`config.mk`:
```
export PLATFORM = sky130hd
export DESIGN_NAME = plp_dev_flat
export DESIGN_NICKNAME = d
export VERILOG_FILES = /design/src/core/plp_pkg.sv /design/src/core/plp_link_if.sv /design/src/core/plp_dev.sv /design/src/flat_wrapper.sv
export SDC_FILE = /design/constraint.sdc
export NUM_CORES = 1
export LEC_CHECK = 0
export BUFFER_PORTS_ARGS = -buffer_cell sky130_fd_sc_hd__buf_2
export CORE_UTILIZATION = 57
export DETAILED_ROUTE_END_ITERATION = 7
export PLACE_DENSITY_LB_ADDON = 0.2
export REMOVE_ABC_BUFFERS = 1
export SETUP_SLACK_MARGIN = 0.4
export SYNTH_ARGS = -nofsm -noshare
export SYNTH_HDL_FRONTEND = slang
export SYNTH_SLANG_ARGS = --single-unit
```
`constraint.sdc`:
```
create_clock -name mclk -period 2.9 [get_ports mclk]
set_input_delay 0.58 -clock mclk [delete_from_list [all_inputs] [get_ports mclk]]
set_output_delay 0.58 -clock mclk [all_outputs]
set_load 0.02 [all_outputs]
```
`src/core/plp_pkg.sv`:
```
// Constants shared by both ends of the tuning-synthesizer control link.
// Assumes a single 100 MHz system clock on both ends.
package plp_pkg;
  // System clock
  localparam int CLK_NS = 10;
  localparam int MS_NS = 1000000;
  localparam int MS_CYC = MS_NS / CLK_NS;

  // Input frame layout, bit 0 shifted in first after the mode bit
  localparam int DIV_LSB = 0;
  localparam int DIV_W = 16;
  localparam int AM_FAST_BIT = 16;
  localparam int FM_SEL_BIT = 17;
  localparam int CNT_EN_BIT = 18;
  localparam int GT_LO_BIT = 19;
  localparam int GT_HI_BIT = 20;
  localparam int IF_SENS_BIT = 21;
  localparam int CFG_W = 22;
  localparam logic [CFG_W-1:0] CFG_RST = 22'h200000;

  // Output frame: port two, port one, unlock flag, count MSB first
  localparam int CNT_W = 20;
  localparam int OUT_W = 23;
  localparam int IN_BITS = 23;
  localparam int RD_BITS = 24;
  localparam logic MODE_WRITE = 1'b1;
  localparam logic MODE_READ = 1'b0;

  // Divisor ranges per mode
  localparam int DIV_MIN_HI = 272;
  localparam int DIV_MAX_HI = 65535;
  localparam int DIV_MIN_LO = 4;
  localparam int DIV_MAX_LO = 4095;

  // IF gate and wait times in ms
  localparam int GATE0_MS = 4;
  localparam int GATE1_MS = 8;
  localparam int GATE2_MS = 32;
  localparam int GATE3_MS = 64;
  localparam int WAIT_SHORT_MS = 3;
  localparam int WAIT_LONG_MS = 7;

  // Link timing: 0.75 us minimum, 1 us used per half clock
  localparam int LINK_MIN_NS = 750;
  localparam int LINK_HALF_NS = 1000;
  localparam int HALF_CYC = LINK_HALF_NS / CLK_NS;

  // Synchroniser lanes on the device end
  localparam int SY_CE = 0;
  localparam int SY_SCK = 1;
  localparam int SY_SIN = 2;
  localparam int SY_FM = 3;
  localparam int SY_AM = 4;
  localparam int SY_IF = 5;
  localparam int SY_IO1 = 6;
  localparam int SY_IO2 = 7;
  localparam int SY_N = 8;
endpackage

```
`src/core/plp_link_if.sv`:
```
// Three-wire control link plus open-drain serial output line.
// The output line is pulled high unless the device drives it low.
`timescale 1ns/1ns
`default_nettype none
interface plp_link_if;
  logic ce;
  logic serial_clock_pin;
  logic serial_in_pin;
  logic do_o;
  logic do_oe;
  logic do_line;

  // Pull-up: released line reads high
  assign do_line = (do_oe && !do_o) ? 1'b0 : 1'b1;

  modport host (output ce, output serial_clock_pin, output serial_in_pin, input do_line);
  modport dev (input ce, input serial_clock_pin, input serial_in_pin, output do_o,
    output do_oe);
endinterface
`default_nettype wire

```
`src/core/plp_dev.sv`:
```
// Device end: serial control receiver, programmable divider, IF counter.
// Assumes all pins are asynchronous to mclk and far slower than it.
//
// Notes on behaviour
// - FM path divides by twice divisor
// - AM fast path divides by divisor
// - Twenty-bit counter counts IF input pulses
// - Count shifted out most significant first
// - Gate select picks 4/8/32/64 ms
// - Host applies IF within wait time; the bench starts IF pulses only after the wait ends
// - Count enable zero clears the counter
// - Count starts on enable rising 0 to 1
// - Configuration latched on strobe falling edge
// - Host reads result before clearing enable
// - Host counts only with station detect
// - Sensitivity bit one normal, zero reduced
// - Unlock flag zero only when unlocked
// - Port levels captured entering output mode
`timescale 1ns/1ns
`default_nettype none
module plp_dev
  import plp_pkg::*;
#(
  parameter int MS_CYCLES = MS_CYC
) (
  input wire logic mclk,
  input wire logic rstn,
  plp_link_if.dev link,
  input wire logic fm_rf_input,
  input wire logic am_rf_input,
  input wire logic if_pulse_input,
  input wire logic lock_ok,
  input wire logic io1_level,
  input wire logic io2_level,
  output logic div_pulse,
  output logic fm_path_active,
  output logic if_sensitivity_select,
  output logic count_busy,
  output logic count_done
);
  typedef enum logic [1:0] {
    IF_IDLE = 2'b00,
    IF_WAIT = 2'b01,
    IF_GATE = 2'b10,
    IF_DONE = 2'b11
  } plp_ifst_t;

  function automatic logic [6:0] gate_ms(input logic [1:0] gt);
    unique case (gt)
      2'b00: gate_ms = 7'(GATE0_MS);
      2'b01: gate_ms = 7'(GATE1_MS);
      2'b10: gate_ms = 7'(GATE2_MS);
      2'b11: gate_ms = 7'(GATE3_MS);
    endcase
  endfunction

  logic [SY_N-1:0] raw;
  logic [SY_N-1:0] s1_r, s2_r, s3_r, f_r, fp_r;
  logic [SY_N-1:0] rise, fall;
  logic [CFG_W-1:0] cfg_r, sh_r;
  logic [OUT_W-1:0] out_r;
  logic [4:0] bit_r;
  logic wr_mode_r, out_mode_r;
  logic latch_ev;
  logic [16:0] dcnt_r, dtarget;
  logic dsel_rise;
  plp_ifst_t ifst_r;
  logic [16:0] mscyc_r;
  logic [6:0] ms_r;
  logic ms_tick;
  logic [CNT_W-1:0] cnt_r;
  logic cnt_clr;
  logic do_o_r, do_oe_r, div_pulse_r;

  assign raw = {io2_level, io1_level, if_pulse_input, am_rf_input, fm_rf_input,
                link.serial_in_pin, link.serial_clock_pin, link.ce};

  // A change is accepted only once stages two and three agree
  for (genvar g = 0; g < SY_N; g++) begin : g_sync
    always_ff @(posedge mclk or negedge rstn) begin
      if (!rstn) begin
        s1_r[g] <= 1'b0;
        s2_r[g] <= 1'b0;
        s3_r[g] <= 1'b0;
        f_r[g] <= 1'b0;
        fp_r[g] <= 1'b0;
      end else begin
        s1_r[g] <= raw[g];
        s2_r[g] <= s1_r[g];
        s3_r[g] <= s2_r[g];
        if (s2_r[g] == s3_r[g]) begin
          f_r[g] <= s3_r[g];
        end
        fp_r[g] <= f_r[g];
      end
    end
  end
  assign rise = f_r & ~fp_r;
  assign fall = ~f_r & fp_r;

  assign latch_ev = fall[SY_CE] && wr_mode_r && (bit_r == 5'(IN_BITS));

  // only rising clock edges inside the strobe, so idle level is free
  always_ff @(posedge mclk or negedge rstn) begin
    if (!rstn) begin
      bit_r <= 5'h00;
      wr_mode_r <= 1'b0;
      out_mode_r <= 1'b0;
      sh_r <= '0;
      out_r <= '0;
    end else if (rise[SY_CE]) begin
      bit_r <= 5'h00;
      wr_mode_r <= 1'b0;
      out_mode_r <= 1'b0;
    end else if (fall[SY_CE]) begin
      wr_mode_r <= 1'b0;
      out_mode_r <= 1'b0;
    end else if (f_r[SY_CE] && rise[SY_SCK]) begin
      if (bit_r != 5'h1F) begin
        bit_r <= bit_r + 5'h01;
      end
      if (bit_r == 5'h00) begin
        wr_mode_r <= (f_r[SY_SIN] == MODE_WRITE);
        out_mode_r <= (f_r[SY_SIN] == MODE_READ);
        out_r <= {f_r[SY_IO2], f_r[SY_IO1], lock_ok, cnt_r};
      end else if (wr_mode_r) begin
        sh_r <= {f_r[SY_SIN], sh_r[CFG_W-1:1]};
      end else if (out_mode_r) begin
        out_r <= {out_r[OUT_W-2:0], 1'b0};
      end
    end
  end

  always_ff @(posedge mclk or negedge rstn) begin
    if (!rstn) begin
      cfg_r <= CFG_RST;
    end else if (latch_ev) begin
      cfg_r <= sh_r;
    end
  end

  // Open drain: drive low only for a zero bit
  always_ff @(posedge mclk or negedge rstn) begin
    if (!rstn) begin
      do_o_r <= 1'b0;
      do_oe_r <= 1'b0;
    end else begin
      do_o_r <= 1'b0;
      do_oe_r <= out_mode_r && f_r[SY_CE] && !out_r[OUT_W-1];
    end
  end

  // AM fast uses it as is
  always_comb begin
    if (cfg_r[FM_SEL_BIT]) begin
      dtarget = {cfg_r[DIV_LSB+DIV_W-1:DIV_LSB], 1'b0};
      dsel_rise = rise[SY_FM];
    end else if (cfg_r[AM_FAST_BIT]) begin
      dtarget = {1'b0, cfg_r[DIV_LSB+DIV_W-1:DIV_LSB]};
      dsel_rise = rise[SY_AM];
    end else begin
      dtarget = {5'h00, cfg_r[DIV_LSB+DIV_W-1:DIV_LSB+4]};
      dsel_rise = rise[SY_AM];
    end
  end

  // Divisors below range still divide; a zero target divides by one
  always_ff @(posedge mclk or negedge rstn) begin
    if (!rstn) begin
      dcnt_r <= 17'h00000;
      div_pulse_r <= 1'b0;
    end else begin
      div_pulse_r <= 1'b0;
      if (latch_ev) begin
        dcnt_r <= 17'h00000;
      end else if (dsel_rise) begin
        if (dcnt_r + 17'h00001 >= dtarget) begin
          dcnt_r <= 17'h00000;
          div_pulse_r <= 1'b1;
        end else begin
          dcnt_r <= dcnt_r + 17'h00001;
        end
      end
    end
  end

  assign ms_tick = (mscyc_r == 17'(MS_CYCLES - 1));

  always_ff @(posedge mclk or negedge rstn) begin
    if (!rstn) begin
      ifst_r <= IF_IDLE;
      mscyc_r <= 17'h00000;
      ms_r <= 7'h00;
    end else if (latch_ev && !sh_r[CNT_EN_BIT]) begin
      ifst_r <= IF_IDLE;
    end else if (latch_ev && !cfg_r[CNT_EN_BIT]) begin
      // start on 0 to 1 only
      ifst_r <= IF_WAIT;
      mscyc_r <= 17'h00000;
      ms_r <= 7'h00;
    end else if (ifst_r == IF_WAIT || ifst_r == IF_GATE) begin
      mscyc_r <= ms_tick ? 17'h00000 : mscyc_r + 17'h00001;
      if (ms_tick) begin
        ms_r <= ms_r + 7'h01;
        if (ifst_r == IF_WAIT) begin
          if (ms_r + 7'h01 == (cfg_r[GT_HI_BIT] ? 7'(WAIT_LONG_MS) : 7'(WAIT_SHORT_MS))) begin
            ifst_r <= IF_GATE;
            ms_r <= 7'h00;
          end
        end else if (ms_r + 7'h01 == gate_ms(cfg_r[GT_HI_BIT:GT_LO_BIT])) begin
          ifst_r <= IF_DONE;
        end
      end
    end
  end

  // zero enable clears, as does a fresh start
  assign cnt_clr = latch_ev && (!sh_r[CNT_EN_BIT] || !cfg_r[CNT_EN_BIT]);

  always_ff @(posedge mclk or negedge rstn) begin
    if (!rstn) begin
      cnt_r <= '0;
    end else if (cnt_clr) begin
      cnt_r <= '0;
    end else if (ifst_r == IF_GATE && rise[SY_IF]) begin
      cnt_r <= cnt_r + 20'h00001;
    end
  end

  always_ff @(posedge mclk or negedge rstn) begin
    if (!rstn) begin
      fm_path_active <= 1'b0;
      if_sensitivity_select <= 1'b1;
      count_busy <= 1'b0;
      count_done <= 1'b0;
    end else begin
      fm_path_active <= cfg_r[FM_SEL_BIT];
      if_sensitivity_select <= cfg_r[IF_SENS_BIT];
      count_busy <= (ifst_r == IF_WAIT) || (ifst_r == IF_GATE);
      count_done <= (ifst_r == IF_DONE);
    end
  end

  assign div_pulse = div_pulse_r;
  assign link.do_o = do_o_r;
  assign link.do_oe = do_oe_r;
endmodule
`default_nettype wire

```
`src/flat_wrapper.sv`:
```
// flat-port wrapper written by rule: the top's interface ports become plain ports
module plp_dev_flat import plp_pkg::*;
#(
  parameter int MS_CYCLES = MS_CYC
)
  (mclk, rstn, fm_rf_input, am_rf_input, if_pulse_input, lock_ok, io1_level, io2_level, div_pulse, fm_path_active, if_sensitivity_select, count_busy, count_done, link_ce, link_serial_clock_pin, link_serial_in_pin, link_do_o, link_do_oe);
  plp_link_if link_i ();
  input wire logic mclk;
  input wire logic rstn;
  input wire logic fm_rf_input;
  input wire logic am_rf_input;
  input wire logic if_pulse_input;
  input wire logic lock_ok;
  input wire logic io1_level;
  input wire logic io2_level;
  output logic div_pulse;
  output logic fm_path_active;
  output logic if_sensitivity_select;
  output logic count_busy;
  output logic count_done;
  input wire logic [$bits(link_i.ce)-1:0] link_ce;
  input wire logic [$bits(link_i.serial_clock_pin)-1:0] link_serial_clock_pin;
  input wire logic [$bits(link_i.serial_in_pin)-1:0] link_serial_in_pin;
  output wire logic [$bits(link_i.do_o)-1:0] link_do_o;
  output wire logic [$bits(link_i.do_oe)-1:0] link_do_oe;
  assign link_i.ce = link_ce;
  assign link_i.serial_clock_pin = link_serial_clock_pin;
  assign link_i.serial_in_pin = link_serial_in_pin;
  assign link_do_o = link_i.do_o;
  assign link_do_oe = link_i.do_oe;
  plp_dev #(.MS_CYCLES(MS_CYCLES)) u_core (.mclk(mclk), .rstn(rstn), .link(link_i), .fm_rf_input(fm_rf_input), .am_rf_input(am_rf_input), .if_pulse_input(if_pulse_input), .lock_ok(lock_ok), .io1_level(io1_level), .io2_level(io2_level), .div_pulse(div_pulse), .fm_path_active(fm_path_active), .if_sensitivity_select(if_sensitivity_select), .count_busy(count_busy), .count_done(count_done));
endmodule
```
==> impl_metrics.yaml, run 1 <==
place:
  gp_congestion: 0.843
  detailed_place.area_sq_um: 9090
  detailed_place_hpwl_mm: 11.3
  pre_cts_slack_ns: -0.166
  port_buffers: 16
yosys:
  post_synth_instance_area_sq_um: 8660
  postSynthRegisterBits: 180
  post_synth_inst_count: 845
  synth_area_per_cell_sq_um: 10.2
  ys_seq_area_share_pct: 52.1
  ys.warnings.count: 0
  post-synth-top-area-cell: "dfrtp_1"
  synth_async_sr_flop_share_pct: 100
  synth_largest_type_area_fraction_pct: 51.4
  synth_most_common_cell: "dfrtp_1"
  most_instantiated_cells_after_synthesis: "dfrtp_1 (178), nand2_1 (112), nor2_1 (77)"
  synth_top_cells_by_area: "dfrtp_1 (51%), nand2_1 (4.9%), ha_1 (4.5%)"
  ys_dominant_reg_cell: "dfrtp_1"
  synth_edf_count: 0
  ys_types: 64
final_layout:
  post_route_cells_drive_above_1_share_pct: 17.1
  finish.net_count: 930
  fin_area_sq_um: 9950
  final_util_pct: 67.7
  antennaDiodeCount: 0
  area_delta_synth_final_pct: 14.9
clocking:
  clkSlewWorstSetupHoldPaths_ns: 0.07
  cts-buffers-inserted: 17
  cts_max_path_buffers: 2
  tritoncts_clock_tree: "built"
  cts_hold_buffers: 0
  cts.root.buffer_cell: "clkbuf_16"
  worstSkewPairLatency_ns: 0.44
  clock_sink_count: 180
  number_of_levels_in_the_clock_h_tree: 4
outcome:
  failed_checks: "negative setup slack"
  run_status: "finished with violations"
sta:
  finalSetupViolCount: 9
  final_max_slew_viol_count: 0
  setup_tns_ns: -0.663
  timing.final.crit_period_ns: 3.00
  worst-slew-pin-transition_ns: 0.774
  max_clock_freq_ghz: 0.334
  finClkSkew_ns: 0.0156
  period_share_pct: 103
  hold_viol: 0
  slew-limit-headroom_pct: 48.2
  unrepaired_setup_endpoints_after_global_routing: "true"
  finalWorstSetupSlack_ns: -0.0973
job:
  max_cap_viol_count: 0
global_routing:
  grt_usage_pct: 23.6
  globalRoute.totalOverflow: 0
  antenna_found_initial: 0
  grt_start_max_net_pins: 73
  grt_first_pass_wirelength_mm: 29.9
  first_global_vias: 6356
route:
  drt-vias-per-instance: 5.75
  drt-pass1-iter-count: 7
  num_vias: 6236
  antenna_violating_nets_post_route: 0
  detail_route.wl_per_cell_um: 15.6
  drt_drc: 0
  drt-total-wl_mm: 17.0
  drt-initial-drc-count: 448
critical_path:
  worst-setup-path-type: "flop to flop"
  path_max_fanout: 6
  crit_path_start_kind: "flop"
  cp_cell_sequence: "and3_4, and4_4, and3_4, nand3_4, xnor2_2, ha_1, a21o_1, a21o_1, a21oi_2, o41ai_2, buf_4, nor3_4, buf_6, buf_6, a21oi_1, a31oi_1"
  critical_path.slowest_cell: "dfrtp_1"
  endpoint_kind: "flop"
  timing.critical_path.required_ns: 3.25
  worst_ep_arrival_time_ns: 3.35
  cp_slowest_stage_delay_ns: 0.36
floorplanning:
  initial_utilization_pct: 58.9
  core-area_sq_um: 14700
  fp.dieArea_sq_um: 15700
  io_pins: 18
  die_height_um: 125
  num_rows: 44
  die_width_um: 125
pwr:
  worst_ir_drop_vdd_mv: 0.581
  cellLeakagePower_nw: 4.64
  design_power_total_w: 0.00567
  power_per_cell_area_nw_per_um2: 570
hold_path:
  class_of_the_tightest_hold_or_removal_check: "input pin to asynchronous set/reset pin"
==> power by group <==
| part | switching [W] | leakage [nW] | total [W] | internal, W |
|---|---|---|---|---|
| sequential | 0.000154 | 2.37 | 0.00288 | 0.00273 |
| combinational | 0.000291 | 1.97 | 0.000515 | 0.000224 |
| clock | 0.00111 | 0.289 | 0.00227 | 0.00117 |
==> cells in the final DEF (no fill, tap or decap), types with 5 or more instances in the layout <==
cell,n
dfrtp_1,178
nand2_1,112
nor2_1,77
a21oi_1,62
buf_4,43
mux2i_1,37
o21ai_0,34
ha_1,29
mux2_2,24
nand3_1,21
xor2_1,19
inv_1,18
clkbuf_16,17
buf_2,15
xnor2_1,14
nand2b_1,12
nand4_1,11
a22o_1,11
and3_1,10
o31ai_1,10
a31oi_1,9
maj3_1,8
a21o_1,7
or3_1,7
o21ai_1,6
and2_1,6
inv_6,6
clkinv_8,5
==> cell type report <==
cell class | instances | area (sq um)
clock buffers | 17 | 425
clock inverters | 15 | 178
fillers | 1086 | 4750
inverters | 18 | 67.6
multi-input cells | 606 | 4030
flip-flops and latches | 180 | 4510
well taps | 184 | 230
repair buffers | 65 | 512
==> metal layers <==
metal	routed length, um	vias up	track usage [%]	share of wire, %
met3	436	17	4.62	2.6
met4	223	0	7.53	1.3
met1	7790	3072	30.6	46
li1	-	3051	-	-
met2	8530	96	40.0	50
met5	0	-	0	0
==> worst paths after layout <==
check	from	end	slack, ns	cells after the start
setup / recovery	u_core.dcnt_r[7]$_DFFE_PN0P_	u_core.dcnt_r[12]$_DFFE_PN0P_	-0.1	16
hold / removal	rstn	u_core.fp_r[4]$_DFF_PN0_	0.15	1
setup reg to reg	u_core.dcnt_r[7]$_DFFE_PN0P_	u_core.dcnt_r[12]$_DFFE_PN0P_	-0.1	16
hold reg to reg	u_core.s1_r[6]$_DFF_PN0_	u_core.s2_r[6]$_DFF_PN0_	0.35	0
max in group asynchronous	rstn	u_core.mscyc_r[7]$_DFFE_PN0P_	2.02	2
min in group mclk	link_serial_in_pin	u_core.s1_r[2]$_DFF_PN0_	0.24	1
==> kinds of logic after synthesis <==
logic type / after synthesis / share of synthesized area, %
buf+inv: 59 / 2.86
fa+ha+maj: 39 / 5.40
xor+xnor: 36 / 3.64
mux: 61 / 7.40
flops: 180 / 52.1
simple gates: 301 / 16.6
other cells: 1 / 0.0433
compound gates: 168 / 12.0
==> through the flow <==
stage                     hold slack (ns)  std cells
after detailed placement            0.336       1036
after global placement              0.332       1036
final                               0.147       1085
after CTS                           0.168       1076
after floorplan                     0.284        804
after global routing                0.190       1085
==> what timing repair did <==
item                                    4_1_cts  5_1_grt
resized for setup                            20       10
gates cloned                                  0        0
buffers inserted                              8        9
pin swaps                                    10       10
endpoints found under the setup margin       21       31
==> critical path: cells and delay by family, from the launching register on <==
| kind | cells | cell delay, ns |
|---|---|---|
| buf+inv | 3 | 0.41 |
| xor+xnor | 1 | 0.15 |
| compound gates | 6 | 0.80 |
| fa+ha+maj | 1 | 0.32 |
| flops | 1 | 0.36 |
| simple gates | 5 | 0.88 |
==> sequential cells by signal, summed over array words and instances (netlist names) <==
name / flops
u_core.out_r: 23
u_core.cfg_r: 22
u_core.sh_r: 22
u_core.cnt_r: 20
u_core.dcnt_r: 17
u_core.mscyc_r: 17
u_core.f_r: 8
u_core.s1_r: 8
u_core.s2_r: 8
u_core.s3_r: 8
u_core.ms_r: 7
u_core.bit_r: 5
u_core.fp_r: 5
u_core.ifst_r: 2
u_core.count_busy: 1
u_core.count_done: 1
u_core.div_pulse: 1
u_core.fm_path_active: 1
u_core.if_sensitivity_select: 1
u_core.link.do_oe: 1
u_core.out_mode_r: 1
u_core.wr_mode_r: 1
Note: power is estimated with default switching activity, not from simulation.
==> run 2: changes to the inputs <==
BUFFER_PORTS_ARGS = -buffer_cell sky130_fd_sc_hd__buf_4   (was -buffer_cell sky130_fd_sc_hd__buf_2)
clock period = 2.71 ns   (was 2.9 ns; I/O delays follow)
==> impl_metrics.yaml, run 2 (synthesis results as in run 1) <==
clocking:
  cts.root.buffer_cell: "clkbuf_16"
  worstSkewPairLatency_ns: 0.43
  cts_max_path_buffers: 2
  tritoncts_clock_tree: "built"
  clock_sink_count: 180
  cts_hold_buffers: 0
  clkSlewWorstSetupHoldPaths_ns: 0.07
  cts-buffers-inserted: 17
  number_of_levels_in_the_clock_h_tree: 4
final_layout:
  multi_input_comb_area_sq_um: 4130
  most-common-layout-cells: "dfrtp_1 (176), nand2_1 (109), nor2_1 (76), buf_4 (71), a21oi_1 (61)"
  finish.net_count: 951
  antennaDiodeCount: 0
  area_delta_synth_final_pct: 19.4
  fillerInstances: 1077
  top_register: "u_core.out_r"
  instances_no_fill: 1106
  final_util_pct: 70.3
  final_common_cell: "dfrtp_1"
  fin_area_sq_um: 10300
  post_route_cells_drive_above_1_share_pct: 20.9
  area.sequential_sq_um: 4510
  largestRegisters: "u_core.out_r (23), u_core.cfg_r (22), u_core.sh_r (22)"
  largest_register_ffs: 23
sta:
  fin_worst_hold_slack_ns: 0.0837
  period_share_pct: 109
  max_clock_freq_ghz: 0.338
  finalSetupViolCount: 17
  timing.final.crit_period_ns: 2.95
  finClkSkew_ns: 0.0106
  finalWorstSetupSlack_ns: -0.245
  hold_viol: 0
  final_max_slew_viol_count: 0
  slew-limit-headroom_pct: 61.4
  unrepaired_setup_endpoints_after_global_routing: "true"
  worst-slew-pin-transition_ns: 0.578
route:
  num_vias: 6493
  drt-pass1-iter-count: 8
  detail_route.wl_per_cell_um: 16.2
  drt_drc: 1
  drt-initial-drc-count: 357
  antenna_violating_nets_post_route: 0
  drt-total-wl_mm: 17.9
  drt-vias-per-instance: 5.87
job:
  max_cap_viol_count: 0
place:
  detailed_place.area_sq_um: 9260
  port_buffers: 16
  gp_congestion: 0.871
  placed_cells_incl_taps: 1052
  detailed_place_hpwl_mm: 11.8
critical_path:
  worst_ep_arrival_time_ns: 3.30
  timing.critical_path.required_ns: 3.06
  crit_path_start_kind: "flop"
  reg2reg_start: "u_core.dcnt_r[7]$_DFFE_PN0P_"
  setup.worst_path.start: "u_core.dcnt_r[7]$_DFFE_PN0P_"
  worst-setup-path-type: "flop to flop"
  endpoint_kind: "flop"
  path_max_fanout: 7
global_routing:
  grt_usage_pct: 23.8
  antenna_found_initial: 0
  grt_start_max_net_pins: 59
  first_global_vias: 6511
  globalRoute.totalOverflow: 0
  grt_first_pass_wirelength_mm: 30.3
hold_path:
  class_of_the_tightest_hold_or_removal_check: "input pin to asynchronous set/reset pin"
floorplanning:
  io_pins: 18
  fp.dieArea_sq_um: 15700
  die_width_um: 125
  num_rows: 44
  core-area_sq_um: 14700
  initial_utilization_pct: 58.9
  die_height_um: 125
pwr:
  worst_ir_drop_vdd_mv: 0.497
  cellLeakagePower_nw: 4.80
  power_per_cell_area_nw_per_um2: 604
outcome:
  failed_checks: "design-rule violations, negative setup slack"
  run_status: "finished with violations"
-- run 2: cell types whose count changed in the layout (fill, tap and decap cells not counted), sizes merged --
cell	delta
buf	+21
bufinv	+2
inv	-2
-- run 2: timing repair --
item	4_1_cts	5_1_grt
resized for setup	27	32
buffers inserted	10	11
setup endpoints to repair	36	80
cloned	1	0
pin swaps	22	12
-- run 2: final timing paths --
kind	slack, ns	cells past startpoint	to
min reg2reg	0.36	0	u_core.s2_r[2]$_DFF_PN0_
min in group mclk	0.21	1	u_core.s1_r[0]$_DFF_PN0_
max in group asynchronous	1.86	2	u_core.cfg_r[21]$_DFFE_PN1P_
min	0.08	1	u_core.dcnt_r[12]$_DFFE_PN0P_
max	-0.24	14	u_core.dcnt_r[14]$_DFFE_PN0P_
max reg2reg	-0.24	14	u_core.dcnt_r[14]$_DFFE_PN0P_
-- run 2: final cells by class --
cell class	count	share of cell area (%)
clock buffers	17	4.12
clock inverters	15	2.06
inverters	18	0.654
multi-input cells	606	39.9
flip-flops and latches	180	43.6
well taps	184	2.23
repair buffers	86	7.38
-- run 2: per-layer routing --
layer / up-vias / wire [um] / track usage [%]
li1: 3102 / - / -
met1: 3254 / 7990 / 30.6
met2: 114 / 9190 / 40.7
met3: 23 / 470 / 5.13
met4: 0 / 235 / 6.96
met5: - / 0 / 0
-- run 2: where the power goes --
part | internal [W] | switching [W] | total [W] | leakage, nW
clock | 0.00142 | 0.00117 | 0.00259 | 0.305
combinational | 0.000258 | 0.000315 | 0.000573 | 2.13
sequential | 0.00292 | 0.000164 | 0.00308 | 2.37
-- run 2: critical path, cell delays in order (launching register included) --
cell     delay, ns
dfrtp_1       0.37
and3_4        0.19
and4_4        0.24
buf_4         0.13
nand3_1       0.12
xnor2_2       0.18
ha_1          0.33
a21o_1        0.16
a21o_1        0.17
a21oi_1       0.17
o22ai_2       0.12
nor3_4        0.28
buf_6         0.18
a41oi_2       0.09
a31oi_1       0.15
-- run 2: metrics by stage --
| step | TNS (ns) | total power (W) | worst slack [ns] |
|---|---|---|---|
| floorplan | -147.31 | 0.00348 | -3.08 |
| global placement | -1.96 | 0.00364 | -0.204 |
| detailed placement | -3.46 | 0.00369 | -0.313 |
| CTS | -2.34 | 0.00630 | -0.211 |
| global route | -4.95 | 0.00650 | -0.369 |
| finish | -2.86 | 0.00624 | -0.245 |
==> run 3: changes to the inputs <==
CORE_UTILIZATION = 63   (was 57)
clock period = 3.28 ns   (was 2.71 ns; I/O delays follow)
==> impl_metrics.yaml, run 3 (synthesis results as in run 1) <==
floorplanning:
  io_pins: 18
  num_rows: 42
  initial_utilization_pct: 64.9
  die_height_um: 119
  fp.dieArea_sq_um: 14200
  die_width_um: 119
  core-area_sq_um: 13300
route:
  num_vias: 6379
  drt_drc: 0
  drt-total-wl_mm: 17.9
  detail_route.wl_per_cell_um: 16.6
  drt-pass1-iter-count: 5
  antenna_violating_nets_post_route: 0
  drt-initial-drc-count: 442
  drt-vias-per-instance: 5.92
clocking:
  worstSkewPairLatency_ns: 0.43
  clock_sink_count: 180
  cts.root.buffer_cell: "clkbuf_16"
  cts_max_path_buffers: 2
  cts-buffers-inserted: 17
  clkSlewWorstSetupHoldPaths_ns: 0.07
  number_of_levels_in_the_clock_h_tree: 4
  tritoncts_clock_tree: "built"
final_layout:
  top_register: "u_core.out_r"
  largest_register_ffs: 23
  area_delta_synth_final_pct: 15.9
  fin_area_sq_um: 10000
  most-common-layout-cells: "dfrtp_1 (178), nand2_1 (112), nor2_1 (76), a21oi_1 (56), buf_4 (55)"
  antennaDiodeCount: 0
  post_route_cells_drive_above_1_share_pct: 17.5
  largestRegisters: "u_core.out_r (23), u_core.cfg_r (22), u_core.sh_r (22)"
  fillerInstances: 921
  final_common_cell: "dfrtp_1"
  final_util_pct: 75.2
  finish.net_count: 930
critical_path:
  ff2ff_setup_slack_ns: 0.25
  setup.worst_path.start: "u_core.dcnt_r[1]$_DFFE_PN0P_"
  cp_cell_sequence: "ha_2, and4_4, buf_4, nand3_1, xnor2_2, ha_1, a21o_1, a21o_1, a21oi_2, o22ai_4, nor3_4, buf_6, a21oi_2, a31oi_1"
  worst_ep_arrival_time_ns: 3.37
  path_buf_inv: 2
  timing.rr.end: "u_core.dcnt_r[8]$_DFFE_PN0P_"
  timing.critical_path.required_ns: 3.63
  reg2reg_depth: 14
  reg2reg_start: "u_core.dcnt_r[1]$_DFFE_PN0P_"
  endpoint_kind: "flop"
  crit_path_start_kind: "flop"
  path_max_fanout: 7
  critical_path.slowest_cell: "dfrtp_1"
  critPathTopFamily: "compound AO/OA/AOI/OAI gates"
  worst-setup-path-type: "flop to flop"
  cp_slowest_stage_delay_ns: 0.37
global_routing:
  first_global_vias: 6468
  m1_gr_usage_pct: 35.7
  antenna_found_initial: 0
  globalRoute.totalOverflow: 0
  grtUsageMet2_pct: 44.6
  grt_start_max_net_pins: 90
  globalRoute.busiestLayer: "met2"
  gr-usage-met3_pct: 5.12
  grt_first_pass_wirelength_mm: 30.5
  grt_usage_pct: 27.1
pwr:
  worst_ir_drop_vdd_mv: 0.636
  power_per_cell_area_nw_per_um2: 513
  cellLeakagePower_nw: 4.66
sta:
  finClkSkew_ns: 0.0104
  timing.final.crit_period_ns: 3.03
  unrepaired_setup_endpoints_after_global_routing: "true"
  worst-slew-pin-transition_ns: 0.859
  final_max_slew_viol_count: 0
  period_share_pct: 92.2
  finalSetupViolCount: 0
  slew-limit-headroom_pct: 42.5
  hold_viol: 0
  max_clock_freq_ghz: 0.331
place:
  gp_congestion: 0.871
  detailed_place.area_sq_um: 9090
  detailed_place_hpwl_mm: 11.3
  port_buffers: 16
hold_path:
  class_of_the_tightest_hold_or_removal_check: "input pin to asynchronous set/reset pin"
job:
  max_cap_viol_count: 0
outcome:
  run_status: "complete, no violations"
run 3: timing repair:
item | CTS | global route
endpoints found under the setup margin | 17 | 20
gates resized for setup | 18 | 19
pin swaps | 15 | 13
cloned | 1 | 0
hold buffers | 0 | 0
buffers inserted | 11 | 5
run 3: layout make-up:
type,count,area [sq um],area share (%)
repair buffers,64,532,5.30
clock inverters,15,208,2.07
inverters,18,67.6,0.673
well taps,176,220,2.20
flip-flops and latches,180,4510,44.9
clock buffers,17,425,4.24
multi-input cells,607,4070,40.6
run 3: worst reg2reg max path: stages (launching register included):
cell	delay [ns]
dfrtp_1	0.37
ha_2	0.19
and4_4	0.25
buf_4	0.13
nand3_1	0.15
xnor2_2	0.20
ha_1	0.34
a21o_1	0.16
a21o_1	0.19
a21oi_2	0.19
o22ai_4	0.13
nor3_4	0.24
buf_6	0.18
a21oi_2	0.07
a31oi_1	0.17
run 3: where the power goes:
part	total, W	switching, W	leakage [nW]	internal, W
registers	0.00255	0.000137	2.37	0.00241
clock network	0.00214	0.000962	0.307	0.00118
logic	0.000458	0.000259	1.98	0.000198
run 3: how the worst max path moves through the flow:
| stage | endpoint | cells after the start |
|---|---|---|
| 6_report | u_core.dcnt_r[8]$_DFFE_PN0P_ | 14 |
| 3_5_place_dp | u_core.dcnt_r[14]$_DFFE_PN0P_ | 13 |
| 4_1_cts | u_core.dcnt_r[14]$_DFFE_PN0P_ | 15 |
| 3_3_place_gp | u_core.dcnt_r[14]$_DFFE_PN0P_ | 13 |
| 5_1_grt | u_core.dcnt_r[14]$_DFFE_PN0P_ | 15 |
| 2_1_floorplan | u_core.out_r[10]$_DFFE_PN0P_ | 6 |
run 3: metrics by stage:
| stage | power (W) | setup TNS (ns) | setup slack (ns) | instances | hold slack (ns) |
|---|---|---|---|---|---|
| 6_report | 0.00515 | 0 | 0.255 | 1077 | 0.299 |
| 3_5_place_dp | 0.00304 | -5.75 | -0.472 | 1028 | 0.336 |
| 5_1_grt | 0.00537 | 0 | 0.0631 | 1077 | 0.306 |
| 4_1_cts | 0.00518 | 0 | 0.322 | 1072 | 0.313 |
| 2_1_floorplan | 0.00288 | -111.25 | -2.51 | 804 | 0.331 |
| 3_3_place_gp | 0.00300 | -3.07 | -0.280 | 1028 | 0.331 |
run 3: per-layer routing:
metal,part of all wire [%],wire [um]
met1,45,8070
met4,1.8,318
met5,0,0
met2,50,8990
met3,2.8,494
